[src/pms_pkg.sv]
// package with power-mode sequencer constants, register map and types
package pms_pkg;
    // power modes, active first, deepest last
    typedef enum logic [1:0] {
        PMS_ACTIVE,
        PMS_LIGHT,
        PMS_DEEP,
        PMS_OFF
    } pms_mode_t;

    // register byte offsets (avalon word aligned)
    localparam logic [3:0] PMS_OFS_CTRL    = 4'h0;   // mode select, sleep request, lf select
    localparam logic [3:0] PMS_OFS_STATUS  = 4'h4;   // current mode, oscillator state
    localparam logic [3:0] PMS_OFS_WAKE    = 4'h8;   // sleep timer compare value on write, sleep timer count on read
    localparam logic [3:0] PMS_OFS_WDOG    = 4'hC;   // watchdog enable / clear

    // control field positions
    localparam int PMS_CTRL_MODE_LSB = 0;            // two bits of target mode
    localparam int PMS_CTRL_REQ_BIT  = 2;            // write one: enter sleep
    localparam int PMS_CTRL_LFX_BIT  = 3;            // 1 = lf crystal, 0 = lf rc
    localparam int PMS_CTRL_HFX_BIT  = 4;            // 1 = 32 MHz crystal enabled in active
    localparam int PMS_CTRL_HFR_BIT  = 5;            // 1 = hf rc enabled in active
    localparam int PMS_WDOG_EN_BIT   = 0;            // write one: enable watchdog
    localparam int PMS_WDOG_CLR_BIT  = 1;            // write one: clear watchdog

    // control reset: lf rc, both hf sources enabled
    localparam logic [5:0] PMS_CTRL_RESET = 6'h30;
    localparam logic [31:0] PMS_WAKE_RESET = 32'h0000_8000;
    localparam logic [31:0] PMS_WDOG_LIMIT = 32'h0000_8000;  // lf ticks to watchdog expiry
endpackage

[src/power_mode_sequencer.sv]
// power-mode sequencer: mode control, oscillator and regulator gating, sleep timer, watchdog
//
// Functional notes
// - four modes: active, light, deep, off
// - active: regulator on, hf source, lf source
// - light sleep: regulator on, hf stopped, lf runs
// - light/deep wake on reset, interrupt, timer
// - deep sleep: regulator off, hf stopped, lf runs
// - off: regulator and every oscillator stopped
// - off wakes only on reset or interrupt
// - sleep timer counts lf ticks except off
// - enabled watchdog must be cleared or resets
// - pending interrupt wakes device into active first
// - resets: pin, power-on, watchdog; watchdog disabled
// - deep/off keep only retention sram half
`timescale 1ns/100ps
module power_mode_sequencer #(
    parameter int TIMER_W = 32                      // sleep timer / watchdog width
) (
    input  wire logic                 clk_sys,
    input  wire logic                 rst_n,          // pin or power-on reset
    input  wire logic [3:0]           avs_address,
    input  wire logic                 avs_read,
    input  wire logic                 avs_write,
    input  wire logic [31:0]          avs_writedata,
    output logic      [31:0]          avs_readdata,
    output logic                      avs_waitrequest,
    input  wire logic                 lfTick,         // one pulse per lf oscillator period
    input  wire logic                 extIrq,         // external interrupt request level
    output logic                      coreRegOn,      // digital core regulator enable
    output logic                      hfXtalOn,       // 32 MHz crystal_oscillator enable
    output logic                      hfRcOn,         // hf rc_oscillator enable
    output logic                      lfXtalOn,       // 32.768 kHz crystal_oscillator enable
    output logic                      lfRcOn,         // 32.768 kHz rc_oscillator enable
    output logic                      sramMainOn,     // non-retention sram half powered
    output logic                      wdogReset       // pulse: watchdog resets the device
);
    ////////////////////////////////////////////////////////////////////////////////
    // state
    pms_pkg::pms_mode_t  mode, next_mode;             // current power mode
    logic [5:0]          ctrl, next_ctrl;             // control fields
    logic [TIMER_W-1:0]  sleepCount, next_sleepCount; // free running sleep timer
    logic [TIMER_W-1:0]  wakeCmp, next_wakeCmp;       // timer expiry compare
    logic                wdogEn, next_wdogEn;         // watchdog enabled
    logic [TIMER_W-1:0]  wdogCount, next_wdogCount;   // watchdog lf tick count
    logic                wdogFire, next_wdogFire;     // registered watchdog reset pulse
    logic                ackPending, next_ackPending; // one wait cycle per access
    logic [31:0]         rdData, next_rdData;         // registered read data

    logic                acc;                          // access in progress
    logic                wr;                           // write accepted this cycle
    logic                timerExpire;                  // sleep timer hit compare
    logic                sleeping;                     // any sleep mode

    assign acc             = avs_read | avs_write;
    // answer in the cycle after the request is seen: single wait state
    assign avs_waitrequest = acc & ~ackPending;
    assign wr              = avs_write & ackPending;
    assign sleeping        = (mode != pms_pkg::PMS_ACTIVE);
    assign timerExpire     = lfTick && (sleepCount == wakeCmp);

    ////////////////////////////////////////////////////////////////////////////////
    // next-state logic for bus, mode, timers
    always_comb begin
        next_ctrl       = ctrl;
        next_mode       = mode;
        next_sleepCount = sleepCount;
        next_wakeCmp    = wakeCmp;
        next_wdogEn     = wdogEn;
        next_wdogCount  = wdogCount;
        next_wdogFire   = 1'b0;
        next_ackPending = acc & ~ackPending;
        next_rdData     = rdData;

        // sleep timer stops only in off mode, where lf sources are down
        if (lfTick && mode != pms_pkg::PMS_OFF) begin
            next_sleepCount = sleepCount + 1'b1;
        end

        // register writes
        if (wr) begin
            case (avs_address)
                pms_pkg::PMS_OFS_CTRL: begin
                    next_ctrl = avs_writedata[5:0];
                    next_ctrl[pms_pkg::PMS_CTRL_REQ_BIT] = 1'b0;
                    // sleep request moves to the selected mode
                    // only taken while active: a sleeping core cannot ask, and off
                    // must never be left through a bus write
                    if (avs_writedata[pms_pkg::PMS_CTRL_REQ_BIT] && !extIrq &&
                        mode == pms_pkg::PMS_ACTIVE) begin
                        next_mode = pms_pkg::pms_mode_t'(
                            avs_writedata[pms_pkg::PMS_CTRL_MODE_LSB +: 2]);
                    end
                end
                pms_pkg::PMS_OFS_WAKE: begin
                    next_wakeCmp = avs_writedata[TIMER_W-1:0];
                end
                pms_pkg::PMS_OFS_WDOG: begin
                    // enable is sticky until reset; software cannot disable
                    if (avs_writedata[pms_pkg::PMS_WDOG_EN_BIT]) begin
                        next_wdogEn = 1'b1;
                    end
                    if (avs_writedata[pms_pkg::PMS_WDOG_CLR_BIT]) begin
                        next_wdogCount = '0;
                    end
                end
                default: begin
                    // unmapped: write ignored
                end
            endcase
        end

        // wake sources; an interrupt also overrides a same-cycle sleep request
        if (sleeping || next_mode != pms_pkg::PMS_ACTIVE) begin
            if (extIrq) begin
                next_mode = pms_pkg::PMS_ACTIVE;
            end else if (timerExpire && (mode == pms_pkg::PMS_LIGHT ||
                                         mode == pms_pkg::PMS_DEEP)) begin
                next_mode = pms_pkg::PMS_ACTIVE;
            end
        end

        // watchdog counts lf ticks; clear write wins over the tick
        if (wdogEn && lfTick && !(wr && avs_address == pms_pkg::PMS_OFS_WDOG &&
                                  avs_writedata[pms_pkg::PMS_WDOG_CLR_BIT])) begin
            if (wdogCount >= pms_pkg::PMS_WDOG_LIMIT[TIMER_W-1:0]) begin
                // timeout: reset self, back to active, watchdog disabled
                next_wdogFire  = 1'b1;
                next_wdogEn    = 1'b0;
                next_wdogCount = '0;
                next_mode      = pms_pkg::PMS_ACTIVE;
                next_ctrl      = pms_pkg::PMS_CTRL_RESET;
                next_wakeCmp   = pms_pkg::PMS_WAKE_RESET[TIMER_W-1:0];
            end else begin
                next_wdogCount = wdogCount + 1'b1;
            end
        end

        // read data: registered, unmapped reads zero
        if (avs_read && !ackPending) begin
            case (avs_address)
                pms_pkg::PMS_OFS_CTRL:   next_rdData = {26'h000_0000, ctrl};
                pms_pkg::PMS_OFS_STATUS: next_rdData = {25'h000_0000, sramMainOn, lfRcOn,
                                                         lfXtalOn, hfRcOn, hfXtalOn, mode};
                pms_pkg::PMS_OFS_WAKE:   next_rdData = 32'(sleepCount);
                pms_pkg::PMS_OFS_WDOG:   next_rdData = {31'h0000_0000, wdogEn};
                default:                 next_rdData = 32'h0000_0000;
            endcase
        end
    end

    ////////////////////////////////////////////////////////////////////////////////
    // registers; async reset leaves watchdog disabled
    always_ff @(posedge clk_sys or negedge rst_n) begin
        if (!rst_n) begin
            mode       <= pms_pkg::PMS_ACTIVE;
            ctrl       <= pms_pkg::PMS_CTRL_RESET;
            sleepCount <= '0;
            wakeCmp    <= pms_pkg::PMS_WAKE_RESET[TIMER_W-1:0];
            wdogEn     <= 1'b0;
            wdogCount  <= '0;
            wdogFire   <= 1'b0;
            ackPending <= 1'b0;
            rdData     <= 32'h0000_0000;
        end else begin
            mode       <= next_mode;
            ctrl       <= next_ctrl;
            sleepCount <= next_sleepCount;
            wakeCmp    <= next_wakeCmp;
            wdogEn     <= next_wdogEn;
            wdogCount  <= next_wdogCount;
            wdogFire   <= next_wdogFire;
            ackPending <= next_ackPending;
            rdData     <= next_rdData;
        end
    end

    ////////////////////////////////////////////////////////////////////////////////
    // gating per mode; if both hf enables are cleared, rc is kept so active never lacks a clock
    always_comb begin
        coreRegOn  = 1'b0;
        hfXtalOn   = 1'b0;
        hfRcOn     = 1'b0;
        lfXtalOn   = 1'b0;
        lfRcOn     = 1'b0;
        sramMainOn = 1'b0;
        case (mode)
            pms_pkg::PMS_ACTIVE: begin
                coreRegOn  = 1'b1;
                hfXtalOn   = ctrl[pms_pkg::PMS_CTRL_HFX_BIT];
                hfRcOn     = ctrl[pms_pkg::PMS_CTRL_HFR_BIT] | ~ctrl[pms_pkg::PMS_CTRL_HFX_BIT];
                lfXtalOn   = ctrl[pms_pkg::PMS_CTRL_LFX_BIT];
                lfRcOn     = ~ctrl[pms_pkg::PMS_CTRL_LFX_BIT];
                sramMainOn = 1'b1;
            end
            pms_pkg::PMS_LIGHT: begin
                coreRegOn  = 1'b1;
                lfXtalOn   = ctrl[pms_pkg::PMS_CTRL_LFX_BIT];
                lfRcOn     = ~ctrl[pms_pkg::PMS_CTRL_LFX_BIT];
                sramMainOn = 1'b1;
            end
            pms_pkg::PMS_DEEP: begin
                lfXtalOn   = ctrl[pms_pkg::PMS_CTRL_LFX_BIT];
                lfRcOn     = ~ctrl[pms_pkg::PMS_CTRL_LFX_BIT];
            end
            default: begin                                    // off: all down
            end
        endcase
    end

    assign avs_readdata = rdData;
    assign wdogReset    = wdogFire;

    ////////////////////////////////////////////////////////////////////////////////
    // checks
    a_off_all_down: assert property (@(posedge clk_sys) disable iff (!rst_n)
        mode == pms_pkg::PMS_OFF |-> !(coreRegOn | hfXtalOn | hfRcOn | lfXtalOn | lfRcOn))
        else $error("off mode left something powered");
    a_deep_gating: assert property (@(posedge clk_sys) disable iff (!rst_n)
        mode == pms_pkg::PMS_DEEP |-> !coreRegOn && !hfXtalOn && !hfRcOn && (lfXtalOn ^ lfRcOn))
        else $error("deep sleep gating wrong");
    a_light_gating: assert property (@(posedge clk_sys) disable iff (!rst_n)
        mode == pms_pkg::PMS_LIGHT |-> coreRegOn && !hfXtalOn && !hfRcOn && (lfXtalOn ^ lfRcOn))
        else $error("light sleep gating wrong");
    a_active_gating: assert property (@(posedge clk_sys) disable iff (!rst_n)
        mode == pms_pkg::PMS_ACTIVE |-> coreRegOn && (hfXtalOn | hfRcOn) && (lfXtalOn ^ lfRcOn))
        else $error("active gating wrong");
    a_irq_wakes: assert property (@(posedge clk_sys) disable iff (!rst_n)
        sleeping && extIrq |=> mode == pms_pkg::PMS_ACTIVE)
        else $error("interrupt did not wake");
    a_timer_wakes: assert property (@(posedge clk_sys) disable iff (!rst_n)
        (mode == pms_pkg::PMS_LIGHT || mode == pms_pkg::PMS_DEEP) && timerExpire
        |=> mode == pms_pkg::PMS_ACTIVE)
        else $error("timer expiry did not wake");
    a_off_no_timer: assert property (@(posedge clk_sys) disable iff (!rst_n)
        mode == pms_pkg::PMS_OFF && !extIrq && !next_wdogFire |=> mode == pms_pkg::PMS_OFF)
        else $error("off mode left without interrupt");
    a_timer_frozen: assert property (@(posedge clk_sys) disable iff (!rst_n)
        mode == pms_pkg::PMS_OFF |=> sleepCount == $past(sleepCount))
        else $error("sleep timer ran in off mode");
    a_wdog_fire: assert property (@(posedge clk_sys) disable iff (!rst_n)
        wdogFire |-> !wdogEn && mode == pms_pkg::PMS_ACTIVE)
        else $error("watchdog reset left state");
endmodule

[config.mk]
export PLATFORM = sky130hd
export DESIGN_NAME = power_mode_sequencer
export DESIGN_NICKNAME = d
export VERILOG_FILES = /design/src/pms_pkg.sv /design/src/power_mode_sequencer.sv
export SDC_FILE = /design/constraint.sdc
export NUM_CORES = 1
export LEC_CHECK = 0
export BUFFER_PORTS_ARGS = -buffer_cell sky130_fd_sc_hd__buf_4
export CORE_MARGIN = 2
export CORE_UTILIZATION = 58
export DETAILED_ROUTE_END_ITERATION = 7
export GPL_ROUTABILITY_DRIVEN = 0
export GPL_TIMING_DRIVEN = 0
export PLACE_DENSITY_LB_ADDON = 0.08
export RECOVER_POWER = 25
export SYNTH_ARGS = -nofsm -noshare
export SYNTH_HDL_FRONTEND = slang
export SYNTH_SLANG_ARGS = --single-unit
export TNS_END_PERCENT = 10
[constraint.sdc]
create_clock -name clk_sys -period 2.12 [get_ports clk_sys]
set_input_delay 0.636 -clock clk_sys [delete_from_list [all_inputs] [get_ports clk_sys]]
set_output_delay 0.636 -clock clk_sys [all_outputs]
set_load 0.005 [all_outputs]
# After elaboration in Yosys (flattened, before gate mapping)
# Cells that the tools add are included.
# W data, S select, Z words.
# totals
reg_bits	139
inputBits	42
# op_classes
addsub	2
n_lt_le_gt_ge	1
eq_ne	7
mux	34
bitwise	7
n_reduce_logical	25
# op_table
op	n
$mux W32	9
$pmux W32 S4	1
$add A32 B1 Y32 const B	2
$eq A32 B32 Y1	1
$ge A32 B16 Y1 const B	1
$mux W6	4
$mux W2	8
$mux W1	12
$logic_and A1 B1 Y1	10
$reduce_bool A2 Y1	5
$eq A4 B4 Y1 const B	2
$eq A4 B3 Y1 const B	1
$logic_not A4 Y1	1
$logic_not A1 Y1	3
$not A1 Y1	3
$reduce_and A3 Y1	1
$reduce_or A3 Y1	1
$and A1 B1 Y1	2
$eq A2 B1 Y1 const B	1
$eq A2 B2 Y1 const B	1
$logic_not A2 Y1	1
$logic_or A1 B1 Y1	2
$ne A2 B2 Y1 const B	1
$or A1 B1 Y1	2
$reduce_or A2 Y1	1

# Depth between registers and ports, before layout
# Gate-level depths: netlist of run 1.
# depth
ltp_word	11
mapped_depth	7

# Worst setup path after synthesis of run 1
# OpenSTA, ideal clock, no wires.
# synth_timing
path_kind	input port to flip-flop
startpoint	input port avs_address[0]
endpoint	register mode[0]
arrival_time_ns	1.949
path_slack_ns	0.070
stages	6
cell_sequence	and4bb_1 -> buf_4 -> nand2_1 -> or3_1 -> mux2i_1 -> nor4_1
# synth_between
elab_chain_cells	8
word_cells_on_any_way	15
classes_between	1 x eq/ne; 7 x mux; 7 x reduce/logical
# synth_rtl
item	line_no	rtl
start: declaration	power_mode_sequencer.sv:22	input wire logic [3:0] avs_address,
$logic_not A4 Y1	power_mode_sequencer.sv:82	case (avs_address)
$mux W2	power_mode_sequencer.sv:82	
$mux W2	power_mode_sequencer.sv:81	if (wr) begin
$mux W2 or $reduce_bool A2 Y1 (tied branches)	power_mode_sequencer.sv:117, power_mode_sequencer.sv:114	
$mux W2 or $logic_or A1 B1 Y1 (tied branches)	power_mode_sequencer.sv:115, power_mode_sequencer.sv:114	
$mux W2	power_mode_sequencer.sv:114	if (sleeping || next_mode != pms_pkg::PMS_ACTIVE) begin
$mux W2	power_mode_sequencer.sv:126	if (wdogCount >= pms_pkg::PMS_WDOG_LIMIT[TIMER_W-1:0]) begin
$mux W2 (*)	power_mode_sequencer.sv:124	if (wdogEn && lfTick && !(wr && avs_address == pms_pkg::PMS_OFS_WDOG &&
via next_mode[0]	power_mode_sequencer.sv:40	pms_pkg::pms_mode_t mode, next_mode;
end signal: assignment	power_mode_sequencer.sv:156	mode <= pms_pkg::PMS_ACTIVE;
end signal: assignment	power_mode_sequencer.sv:166	mode <= next_mode;
end: declaration	power_mode_sequencer.sv:40	
# Mark *: on every way through the listed nets, which the timed path passes. The rest lies on a longest branch.
# A chain may end at the register's enable or synchronous reset.

# Worst setup path after layout of run 1
# layout_timing
startpoint	register mode[0]
endpoint	output port sramMainOn
# layout_between
elab_chain_cells	3
word_cells_on_any_way	4
classes_between	1 x eq/ne; 1 x mux; 2 x reduce/logical
# layout_rtl
item	line_no	rtl
$eq A2 B1 Y1 or $logic_not A2 Y1 (tied branches)	power_mode_sequencer.sv:187	case (mode)
$reduce_or A2 Y1 (no line) (*)	n/a	
$mux W1 (*)	power_mode_sequencer.sv:187	
end: declaration	power_mode_sequencer.sv:35	output logic sramMainOn,
# Mark *: on every way between the ends. The rest lies on a longest branch, timed or not.

==> insert_results.sql, run 1 <==
INSERT INTO impl_metrics (metric_group, metric, value, unit) VALUES
('floorplanning', 'die_height', '109', 'um'),
('yosys', 'synth_seq_cells', '139', ''),
('clock_network', 'cts_made_buffers', '17', ''),
('pwr', 'switching_power', '2.19', 'mW'),
('floorplanning', 'chipWidth', '109', 'um'),
('run_status', 'outcome', 'finished, violations left', ''),
('route', 'dr.first_iter.drc_count', '297', ''),
('placement', 'place.detailed.hpwl', '10500', 'um'),
('timing', 'final-hold-violation-count', '0', ''),
('yosys', 'ys_warn_count', '0', ''),
('clock_network', 'cts_max_level', '4', ''),
('yosys', 'synth_area', '6350', 'um^2'),
('pwr', 'power.sequential.fraction', '43.4', '%'),
('yosys', 'seq_area_frac_synth', '54.8', '%'),
('yosys', 'synth_adder_area_share', '1.18', '%'),
('pwr', 'power-per-cell-area', '976', 'nW/um^2'),
('cells_and_area', 'areaGrowthSynthToFinish', '24.2', '%'),
('clock_network', 'clock_tree.root_cell', 'clkbuf_8', ''),
('pwr', 'power.clock.fraction', '38.4', '%'),
('yosys', 'synth.mux.area_fraction', '1.79', '%'),
('clock_network', 'clk_pin_slew', '0.06', 'ns'),
('clock_network', 'post_cts_hold_buffer_count', '0', ''),
('cells_and_area', 'design_area', '7890', 'um^2'),
('floorplanning', 'core', '10700', 'um^2'),
('placement', 'placement.cell_area', '7170', 'um^2'),
('worst_setup_path', 'slowest_stage', 'dfrtp_1', ''),
('timing', 'report.final.setup_viol', '6', ''),
('worst_setup_path', 'worst-endpoint-arrival', '1.64', 'ns'),
('yosys', 'synth_compound_gate_area_share', '8.78', '%'),
('placement', 'portbufs', '81', ''),
('cells_and_area', 'drive_above_1_share', '20.9', '%'),
('yosys', 'postSynthCellCount', '615', ''),
('worst_setup_path', 'crit_path_max_fanout', '4', ''),
('pwr', 'leakagePower', '3.90', 'nW'),
('min_path', 'timing.hold.worst.class', 'in2reg', ''),
('worst_setup_path', 'cpLargestDelayFamily', 'flip-flops', ''),
('floorplanning', 'ioPinCount', '82', ''),
('worst_setup_path', 'cp-start-kind', 'register', ''),
('pwr', 'intPower', '5.51', 'mW'),
('clock_network', 'clock_latency_of_the_later_clocked_register_in_the_worst_skew_pair', '0.53', 'ns'),
('floorplanning', 'floorplan.die_area', '11800', 'um^2'),
('floorplanning', 'fp-row-count', '38', ''),
('pwr', 'peakVddDrop', '0.519', 'mV'),
('timing', 'finalMaxSlewViolations', '0', ''),
('floorplanning', 'initial_core_util', '59.1', '%'),
('route', 'detailed_route_via_count', '4931', ''),
('yosys', 'synth_xor_xnor_area_share', '10.3', '%'),
('worst_setup_path', 'critical_path.max_stage_delay', '0.42', 'ns'),
('worst_setup_path', 'crit_type', 'reg2out', ''),
('clock_network', 'cts_tree', 'built', ''),
('route', 'drt_first_pass_iters', '5', ''),
('yosys', 'main_combinational_cell_family_by_area_after_synthesis', 'simple AND/OR/NAND/NOR gates', ''),
('pwr', 'netSwitchingFraction', '28.4', '%'),
('timing', 'rsz0062_at_grt', 'true', ''),
('route', 'avgRoutedWirePerCell', '17.1', 'um'),
('timing', 'relSlewSlack', '0.228', '%'),
('worst_setup_path', 'timing.critical_path.cells', 'inv_2 > ha_4 > or2_4 > buf_6 > buf_6', ''),
('global_routing', 'gr-total-overflow', '0', ''),
('route', 'post-route-drc-count', '0', ''),
('timing', 'final_setup_margin', '-0.153', 'ns'),
('clock_network', 'numClockSinks', '139', ''),
('run_status', 'failed_checks', 'setup timing', ''),
('pwr', 'combinational_share_of_power', '18.1', '%'),
('yosys', 'yosys.area_share.simple', '19.9', '%'),
('cells_and_area', 'nNetsFinal', '771', ''),
('yosys', 'synth.distinct_cells', '43', ''),
('global_routing', 'grt_first_pass_wirelength', '24100', 'um'),
('global_routing', 'antenna_found_initial', '0', ''),
('timing', 'worst_slew_pin_slew', '1.50', 'ns'),
('run', 'maxCapViolations', '0', ''),
('worst_setup_path', 'worst-endpoint-required', '1.48', 'ns');
[cells by family after synthesis]
group	Yosys count
AOI/OAI and AO/OA	82
xor gates and xnor gates	75
adders and majority gates	6
buffers and inverters	48
DFF	139
muxes	10
and+or+nand+nor	255
[metal layers]
metal,up-vias,wire length (um),GRT usage [%]
met4,0,255,9.25
li1,2320,-,-
met3,26,879,7.05
met1,2437,6330,35.4
met5,-,0,0
met2,148,7490,44.6
[layout make-up]
| class | instances | area (um^2) |
|---|---|---|
| sequential | 139 | 3480 |
| fill | 764 | 2850 |
| multi-input combinational | 428 | 2760 |
| timing repair buffer | 89 | 673 |
| clock buffer | 22 | 453 |
| tap | 140 | 175 |
| buffer | 35 | 165 |
| clock inverter | 10 | 140 |
| inverter | 13 | 48.8 |
[metrics by stage]
| stage | instances | setup WS (ns) | power [mW] | util, % | hold WS (ns) |
|---|---|---|---|---|---|
| 2_1_floorplan | 615 | 0.0702 | 4.18 | - | 0.340 |
| 3_3_place_gp | 836 | -0.448 | 4.63 | 66.4 | 0.436 |
| 3_5_place_dp | 837 | -0.518 | 4.71 | 66.7 | 0.467 |
| 4_1_cts | 875 | -0.165 | 7.70 | 73.4 | 0.0905 |
| 5_1_grt | 876 | -0.209 | 8.05 | 73.5 | 0.269 |
| 6_report | 876 | -0.153 | 7.70 | 73.5 | 0.292 |
[power groups by stage]
stage | combinational, mW | clock [mW] | sequential, mW
after floorplan | 0.892 | 0 | 3.29
after global placement | 1.28 | 0 | 3.35
final | 1.40 | 2.96 | 3.35
after global routing | 1.55 | 3.12 | 3.39
after detailed placement | 1.33 | 0 | 3.38
after CTS | 1.38 | 2.99 | 3.33
[sequential cells by signal, indices dropped and copies added, names as in the netlist]
name and count:
wdogEn 1, mode 2, ctrl 6, ackPending 1, sleepCount 32, avs_readdata 32, wdogCount 32, wdogReset 1
wakeCmp 32
[final timing paths]
path	slack [ns]	from	end	depth (start not counted)
hold / removal	0.29	extIrq	mode[0]	2
hold reg to reg	0.47	ackPending	ackPending	1
setup reg to reg	0.01	mode[0]	sleepCount[25]	8
max in group asynchronous	0.28	rst_n	avs_readdata[9]	2
setup / recovery	-0.15	mode[0]	sramMainOn	5
min in group asynchronous	0.45	rst_n	avs_readdata[2]	1
[what timing repair did]
item / 4_1_cts / 5_1_grt
cloned: 0 / 0
pin swaps: 4 / 2
setup buffers: 6 / 1
endpoints found under the setup margin: 45 / 36
gates resized for setup: 18 / 7
[cells in the mapped netlist, drive strengths merged]
cell type	n	area, um^2
mux2i	8	80.1
and2	16	100
a21oi	39	195
nand3	18	90.1
nor3	9	45.0
a22o	28	245
buf	13	75.1
a21boi	1	7.51
and4	5	43.8
ha	6	75.1
dfstp	3	78.8
a22oi	1	7.51
nor4	15	106
xor2	42	368
mux2	1	11.3
nand2	104	390
or3	4	25.0
nor4b	3	32.5
nand4	14	87.6
or2	2	12.5
a2bb2oi	2	17.5
o21ai	7	35.0
a41o	1	10.0
nand3b	4	30.0
a31oi	2	12.5
nand4b	2	17.5
mux4	1	22.5
nor2b	5	31.3
clkbuf	22	82.6
a41oi	1	27.5
nor2	40	150
nor3b	1	12.5
nand2b	1	6.26
and4bb	1	12.5
and3	11	68.8
inv	13	48.8
xnor2	33	289
dfrtp	136	3400
[cell usage in the layout, fill, tap and decap left out, types with 18 or more instances in the layout]
cell and instances:
a21oi_1 39, clkbuf_1 24, nand3_1 18, nand2_1 104
a22o_1 28, xnor2_1 33, xor2_1 42, nor2_1 38
buf_4 88, dfrtp_1 136
Note: power is estimated with default switching activity, not from simulation.
==> run 2: changes to the inputs <==
Settings changed: CORE_UTILIZATION 58 to 51.
==> run 2 against run 1 <==
The run still ends with setup timing left. Sequential share of layout area is 0.59 points higher. Sequential power about the same. Design area is 1.3% lower.
==> insert_results.sql, run 2 (same netlist as run 1, synthesis figures left out) <==
INSERT INTO impl_metrics (metric_group, metric, value, unit) VALUES
('route', 'routed_wirelength', '14600', 'um'),
('cells_and_area', 'drive_above_1_share', '19.3', '%'),
('route', 'detailed_route_via_count', '4726', ''),
('timing', 'skew', '0.00647', 'ns'),
('floorplanning', 'ioPinCount', '82', ''),
('global_routing', 'first_global_vias', '4634', ''),
('placement', 'placement.cell_area', '7200', 'um^2'),
('worst_setup_path', 'reg2reg_from', 'mode[0]', ''),
('global_routing', 'grt_use_met3', '4.45', '%'),
('worst_setup_path', 'worst-endpoint-arrival', '1.56', 'ns'),
('timing', 'relSlewSlack', '32.5', '%'),
('timing', 'post-route-min-period', '2.20', 'ns'),
('min_path', 'timing.hold.worst.class', 'in2async', ''),
('worst_setup_path', 'setup.worst_path.end', 'sramMainOn', ''),
('worst_setup_path', 'worstSetupEndpointType', 'output pin', ''),
('pwr', 'power-per-cell-area', '935', 'nW/um^2'),
('worst_setup_path', 'rr_endpoint', 'sleepCount[15]', ''),
('floorplanning', 'die_height', '116', 'um'),
('floorplanning', 'initial_core_util', '52.5', '%'),
('cells_and_area', 'final_common_cell', 'dfrtp_1', ''),
('global_routing', 'grt_first_pass_wirelength', '23800', 'um'),
('global_routing', 'global_route.peak_usage_layer', 'met2', ''),
('timing', 'final_setup_margin', '-0.0790', 'ns'),
('timing', 'tns', '-0.0861', 'ns'),
('route', 'drt_first_pass_iters', '4', ''),
('cells_and_area', 'nNetsFinal', '769', ''),
('route', 'post-route-drc-count', '0', ''),
('clock_network', 'cts_made_buffers', '17', ''),
('run_status', 'outcome', 'finished, violations left', ''),
('worst_setup_path', 'timing.critical_path.cells', 'inv_2 > ha_4 > or2_4 > buf_6 > buf_6', ''),
('pwr', 'peakVddDrop', '0.687', 'mV'),
('worst_setup_path', 'slowest_stage', 'dfrtp_1', ''),
('pwr', 'switching_power', '2.06', 'mW'),
('worst_setup_path', 'cp_common_cell', 'buf_6', ''),
('clock_network', 'cts_tree', 'built', ''),
('timing', 'layout_worst_path_cycle_share', '104', '%'),
('worst_setup_path', 'cp-start-kind', 'register', ''),
('route', 'route.detailed.vias_per_inst', '5.26', ''),
('global_routing', 'grt.total_usage', '23.4', '%'),
('clock_network', 'maximum_buffer_depth_of_the_clock_tree', '2', ''),
('floorplanning', 'chipWidth', '116', 'um'),
('pwr', 'leakagePower', '3.85', 'nW'),
('global_routing', 'gr-usage-met1', '33.4', '%'),
('global_routing', 'grt_max_degree', '101', ''),
('timing', 'finalMaxSlewViolations', '0', ''),
('cells_and_area', 'mostFrequentLayoutCells', 'dfrtp_1 (136), nand2_1 (104), buf_4 (85)', ''),
('worst_setup_path', 'critical_path.n_buffers_inverters', '3', ''),
('clock_network', 'clk_pin_slew', '0.06', 'ns'),
('route', 'dr.first_iter.drc_count', '191', ''),
('worst_setup_path', 'setup_slack_of_the_worst_register_to_register_path', '0.10', 'ns'),
('route', 'avgRoutedWirePerCell', '16.3', 'um'),
('worst_setup_path', 'worst-endpoint-required', '1.48', 'ns'),
('pwr', 'power.sequential.fraction', '45.7', '%'),
('route', 'detail-route-antenna-nets', '0', ''),
('global_routing', 'gr-total-overflow', '0', ''),
('floorplanning', 'fp-row-count', '40', ''),
('worst_setup_path', 'crit_path_max_fanout', '4', ''),
('worst_setup_path', 'cpLargestDelayFamily', 'flip-flops', ''),
('global_routing', 'antenna_found_initial', '0', ''),
('pwr', 'power.clock.fraction', '35.7', '%'),
('timing', 'worst_slew_pin_slew', '1.01', 'ns'),
('pwr', 'intPower', '5.22', 'mW'),
('run', 'maxCapViolations', '0', ''),
('placement', 'portbufs', '81', ''),
('pwr', 'netSwitchingFraction', '28.3', '%'),
('clock_network', 'cts_max_level', '4', ''),
('worst_setup_path', 'crit_start', 'mode[0]', ''),
('global_routing', 'grt.met2_usage', '36.6', '%'),
('worst_setup_path', 'crit_type', 'reg2out', ''),
('floorplanning', 'core', '12100', 'um^2'),
('cells_and_area', 'design_area', '7790', 'um^2'),
('clock_network', 'clock_latency_of_the_later_clocked_register_in_the_worst_skew_pair', '0.42', 'ns'),
('timing', 'fmax', '455', 'MHz'),
('worst_setup_path', 'reg2regPathDepth', '7', ''),
('timing', 'final-hold-violation-count', '0', ''),
('floorplanning', 'floorplan.die_area', '13400', 'um^2'),
('cells_and_area', 'stdcell_count', '898', ''),
('worst_setup_path', 'crit_cells', '5', ''),
('timing', 'rsz0062_at_grt', 'true', ''),
('run_status', 'failed_checks', 'setup timing', ''),
('pwr', 'combinational_share_of_power', '18.6', '%'),
('placement', 'dp_cells', '865', ''),
('clock_network', 'numClockSinks', '139', ''),
('clock_network', 'clock_tree.root_cell', 'clkbuf_16', ''),
('cells_and_area', 'insertedDiodeCount', '0', ''),
('placement', 'place.detailed.hpwl', '10500', 'um'),
('timing', 'report.final.setup_viol', '3', ''),
('worst_setup_path', 'critical_path.max_stage_delay', '0.43', 'ns'),
('cells_and_area', 'areaGrowthSynthToFinish', '22.6', '%');
## run 2: changes by cell type in the layout (fill, tap and decap cells not counted), moves of 2 or more
cell        delta
buf_4          -3
ha_1           +2
nor2_1         +2
bufinv_16      -3
clkinvlp_4     -3
## run 2: worst min-delay path by stage
stage,to,cells after the start,start,slack [ns]
3_5_place_dp,ackPending,1,ackPending,0.46
6_report,avs_readdata[3],1,rst_n,0.39
4_1_cts,avs_readdata[3],1,rst_n,0.14
5_1_grt,mode[0],2,extIrq,0.40
2_1_floorplan,ackPending,0,rst_n,0.34
3_3_place_gp,ackPending,1,ackPending,0.44
## run 2: cell type report
cell class / count / area [um^2]
fill: 1040 / 4320
sequential: 139 / 3480
multi-input combinational: 428 / 2720
timing repair buffer: 87 / 658
clock buffer: 25 / 495
tap: 168 / 210
buffer: 35 / 163
inverter: 13 / 48.8
clock inverter: 3 / 15.0
## run 2: power by group through the flow
| stage | clock network (mW) | logic (mW) | registers, mW |
|---|---|---|---|
| floorplan | 0 | 0.892 | 3.29 |
| global placement | 0 | 1.29 | 3.36 |
| detailed placement | 0 | 1.33 | 3.37 |
| CTS | 2.62 | 1.37 | 3.33 |
| global route | 2.75 | 1.53 | 3.37 |
| finish | 2.60 | 1.35 | 3.33 |
## run 2: layer usage
| metal | vias to the layer above | wire length (um) |
|---|---|---|
| li1 | 2307 | - |
| met4 | 0 | 223 |
| met1 | 2302 | 6960 |
| met3 | 12 | 550 |
| met2 | 105 | 6910 |
| met5 | - | 0 |
## run 2: timing repair
| action | in CTS | in global routing |
|---|---|---|
| hold buffers | 0 | 0 |
| setup endpoints to repair | 44 | 41 |
| resized for setup | 6 | 8 |
| pin swaps | 2 | 5 |
| setup buffers | 1 | 4 |
## run 2: metrics by stage
step,worst slack [ns],total power [mW],hold WS (ns),util (%)
after global placement,-0.476,4.65,0.437,59.2
after floorplan,0.0702,4.18,0.340,-
after CTS,-0.123,7.31,0.139,64.0
after detailed placement,-0.547,4.70,0.462,59.5
final,-0.0790,7.28,0.388,64.3
after global routing,-0.117,7.65,0.399,64.3
==> run 3: changes to the inputs <==
Settings changed: ABC_AREA set to 1, HOLD_SLACK_MARGIN set to 0.02.
==> run 3 against run 2 <==
The run still ends with setup timing left. Critical path depth stayed put. Synthesized cell count is 48% higher. Sequential share of layout area is 4.3 points lower. Register-to-register slack hardly changed. Design area is 11% higher. Highest routed layer unchanged.
==> insert_results.sql, run 3 <==
INSERT INTO impl_metrics (metric_group, metric, value, unit) VALUES
('placement', 'place.detailed.hpwl', '13900', 'um'),
('clock_network', 'clock_tree.root_cell', 'clkbuf_16', ''),
('clock_network', 'maximum_buffer_depth_of_the_clock_tree', '2', ''),
('floorplanning', 'floorplan.die_area', '14900', 'um^2'),
('clock_network', 'clock_latency_of_the_later_clocked_register_in_the_worst_skew_pair', '0.43', 'ns'),
('route', 'routed_wirelength', '18600', 'um'),
('global_routing', 'grt_max_degree', '87', ''),
('run', 'maxCapViolations', '0', ''),
('run_status', 'outcome', 'finished, violations left', ''),
('timing', 'fmax', '460', 'MHz'),
('global_routing', 'antenna_found_initial', '0', ''),
('worst_setup_path', 'reg2reg_from', 'mode[0]', ''),
('cells_and_area', 'mostFrequentLayoutCells', 'nand2_1 (258), dfrtp_1 (136), inv_1 (111)', ''),
('cells_and_area', 'drive_above_1_share', '16.5', '%'),
('yosys', 'synth_seq_cells', '139', ''),
('min_path', 'timing.hold.worst.class', 'in2async', ''),
('cells_and_area', 'areaGrowthSynthToFinish', '21.4', '%'),
('placement', 'portbufs', '81', ''),
('yosys', 'yosys.cell_count.top_type', 'nand2_1', ''),
('cells_and_area', 'final_common_cell', 'nand2_1', ''),
('timing', 'whs', '0.472', 'ns'),
('yosys', 'postSynthCellCount', '908', ''),
('cells_and_area', 'insertedDiodeCount', '0', ''),
('route', 'post-route-drc-count', '0', ''),
('yosys', 'synth_enable_flop_cells', '0', ''),
('worst_setup_path', 'worstSetupEndpointType', 'output pin', ''),
('route', 'detailed_route_via_count', '6346', ''),
('timing', 'skew', '0.00797', 'ns'),
('yosys', 'synth_area', '7090', 'um^2'),
('yosys', 'synth_flop_cell', 'dfrtp_1', ''),
('pwr', 'power.clock.fraction', '34.3', '%'),
('timing', 'post-route-min-period', '2.17', 'ns'),
('worst_setup_path', 'worst-endpoint-arrival', '1.54', 'ns'),
('route', 'avgRoutedWirePerCell', '15.4', 'um'),
('yosys', 'synth.top_cell.area_share', '48.0', '%'),
('yosys', 'synthesis.nets', '956', ''),
('timing', 'relSlewSlack', '21.4', '%'),
('pwr', 'peakVddDrop', '0.644', 'mV'),
('yosys', 'ys_warn_count', '0', ''),
('floorplanning', 'fp-row-count', '43', ''),
('yosys', 'post-synth-top-area-cell', 'dfrtp_1', ''),
('cells_and_area', 'nNetsFinal', '1061', ''),
('global_routing', 'grt.total_usage', '26.7', '%'),
('floorplanning', 'ioPinCount', '82', ''),
('pwr', 'combinational_share_of_power', '22.9', '%'),
('global_routing', 'first_global_vias', '6130', ''),
('timing', 'worst_slew_pin_slew', '1.18', 'ns'),
('yosys', 'synth.distinct_cells', '35', ''),
('timing', 'report.final.setup_viol', '1', ''),
('timing', 'finalMaxSlewViolations', '0', ''),
('floorplanning', 'die_height', '122', 'um'),
('clock_network', 'post_cts_hold_buffer_count', '0', ''),
('worst_setup_path', 'worst-endpoint-required', '1.48', 'ns'),
('clock_network', 'cts_max_level', '4', ''),
('timing', 'rsz0062_at_grt', 'true', ''),
('pwr', 'intPower', '5.65', 'mW'),
('pwr', 'netSwitchingFraction', '33.8', '%'),
('pwr', 'power-per-cell-area', '991', 'nW/um^2'),
('floorplanning', 'initial_core_util', '51.7', '%'),
('worst_setup_path', 'cp-start-kind', 'register', ''),
('route', 'route.detailed.vias_per_inst', '5.26', ''),
('worst_setup_path', 'crit_type', 'reg2out', ''),
('timing', 'final-hold-violation-count', '0', ''),
('route', 'drt_first_pass_iters', '5', ''),
('clock_network', 'cts_tree', 'built', ''),
('timing', 'final_setup_margin', '-0.0542', 'ns'),
('yosys', 'synth_common_cells', 'nand2_1 (260), dfrtp_1 (136), inv_1 (114)', ''),
('global_routing', 'grt_first_pass_wirelength', '30400', 'um'),
('worst_setup_path', 'crit_path_max_fanout', '3', ''),
('worst_setup_path', 'rr_endpoint', 'sleepCount[22]', ''),
('floorplanning', 'core', '13700', 'um^2'),
('route', 'dr.first_iter.drc_count', '368', ''),
('global_routing', 'gr-total-overflow', '0', ''),
('pwr', 'leakagePower', '4.13', 'nW'),
('yosys', 'postSynthAreaPerCell', '7.81', 'um^2'),
('run_status', 'failed_checks', 'setup timing', ''),
('floorplanning', 'chipWidth', '122', 'um'),
('timing', 'layout_worst_path_cycle_share', '103', '%'),
('yosys', 'seq_area_frac_synth', '49.1', '%'),
('pwr', 'switching_power', '2.89', 'mW'),
('clock_network', 'numClockSinks', '139', ''),
('route', 'detail-route-antenna-nets', '0', ''),
('cells_and_area', 'stdcell_count', '1206', ''),
('yosys', 'ys_top_cells_by_area', 'dfrtp_1 (48%), nand2_1 (14%), inv_1 (6.0%)', ''),
('worst_setup_path', 'setup_slack_of_the_worst_register_to_register_path', '0.10', 'ns'),
('placement', 'dp_cells', '1170', ''),
('pwr', 'power.sequential.fraction', '42.8', '%'),
('clock_network', 'cts_made_buffers', '17', ''),
('yosys', 'synth_async_sr_flop_share', '100', '%'),
('pwr', 'finalPower', '8.53', 'mW'),
('worst_setup_path', 'reg2regPathDepth', '11', ''),
('clock_network', 'clk_pin_slew', '0.06', 'ns');
run 3: cell families after synthesis:
family / synth area share, %
AOI/OAI and AO/OA: 8.59
xor gates and xnor gates: 4.07
and+or+nand+nor: 29.0
buffers and inverters: 8.24
DFF: 49.1
adders and majority gates: 1.06
run 3: final cells by class:
type	instances	area, um^2
buffer	30	134
clock buffer	21	480
clock inverter	11	108
fill	1240	5100
inverter	121	454
multi-input combinational	618	3060
sequential	139	3480
tap	180	225
timing repair buffer	86	669
run 3: worst max-delay path: stages, from the launching register on:
cell	delay, ns
dfrtp_1	0.41
inv_2	0.07
ha_4	0.16
or2_4	0.26
buf_6	0.12
buf_6	0.10
run 3: repair_timing:
action	4_1_cts	5_1_grt
setup buffers	2	2
resized for setup	8	7
endpoints found under the setup margin	3	6
pin swaps	0	3
run 3: worst max-delay path by stage:
| stage | to | cells after the start | startpoint |
|---|---|---|---|
| 3_3_place_gp | wdogCount[5] | 1 | rst_n |
| 4_1_cts | sramMainOn | 4 | mode[0] |
| 5_1_grt | sramMainOn | 5 | mode[0] |
| 6_report | sramMainOn | 5 | mode[0] |
| 3_5_place_dp | wdogCount[26] | 9 | avs_address[1] |
| 2_1_floorplan | sleepCount[22] | 10 | mode[0] |
run 3: layer usage:
metal / routed length, um / global-route usage (%)
met1: 8180 / 35.0
met2: 8730 / 43.7
met3: 1000 / 4.63
met4: 633 / 11.8
met5: 0 / 0
run 3: power groups by stage:
| stage | sequential [mW] | clock (mW) | combinational, mW |
|---|---|---|---|
| 3_5_place_dp | 3.67 | 0 | 1.95 |
| 2_1_floorplan | 3.53 | 0 | 1.34 |
| 4_1_cts | 3.63 | 2.95 | 1.96 |
| 5_1_grt | 3.72 | 3.07 | 2.22 |
| 6_report | 3.65 | 2.93 | 1.96 |
| 3_3_place_gp | 3.66 | 0 | 1.89 |
run 3: metrics by stage:
| stage | cell area [um^2] | utilization, % | setup slack [ns] | TNS, ns |
|---|---|---|---|---|
| after floorplan | 7090 | - | 0.394 | 0 |
| after global placement | 7930 | 57.8 | -0.183 | -24.26 |
| after detailed placement | 7960 | 58.0 | -0.0691 | -1.41 |
| after CTS | 8580 | 62.5 | -0.0685 | -0.0743 |
| after global routing | 8620 | 62.8 | -0.0951 | -0.158 |
| final | 8620 | 62.8 | -0.0542 | -0.0542 |
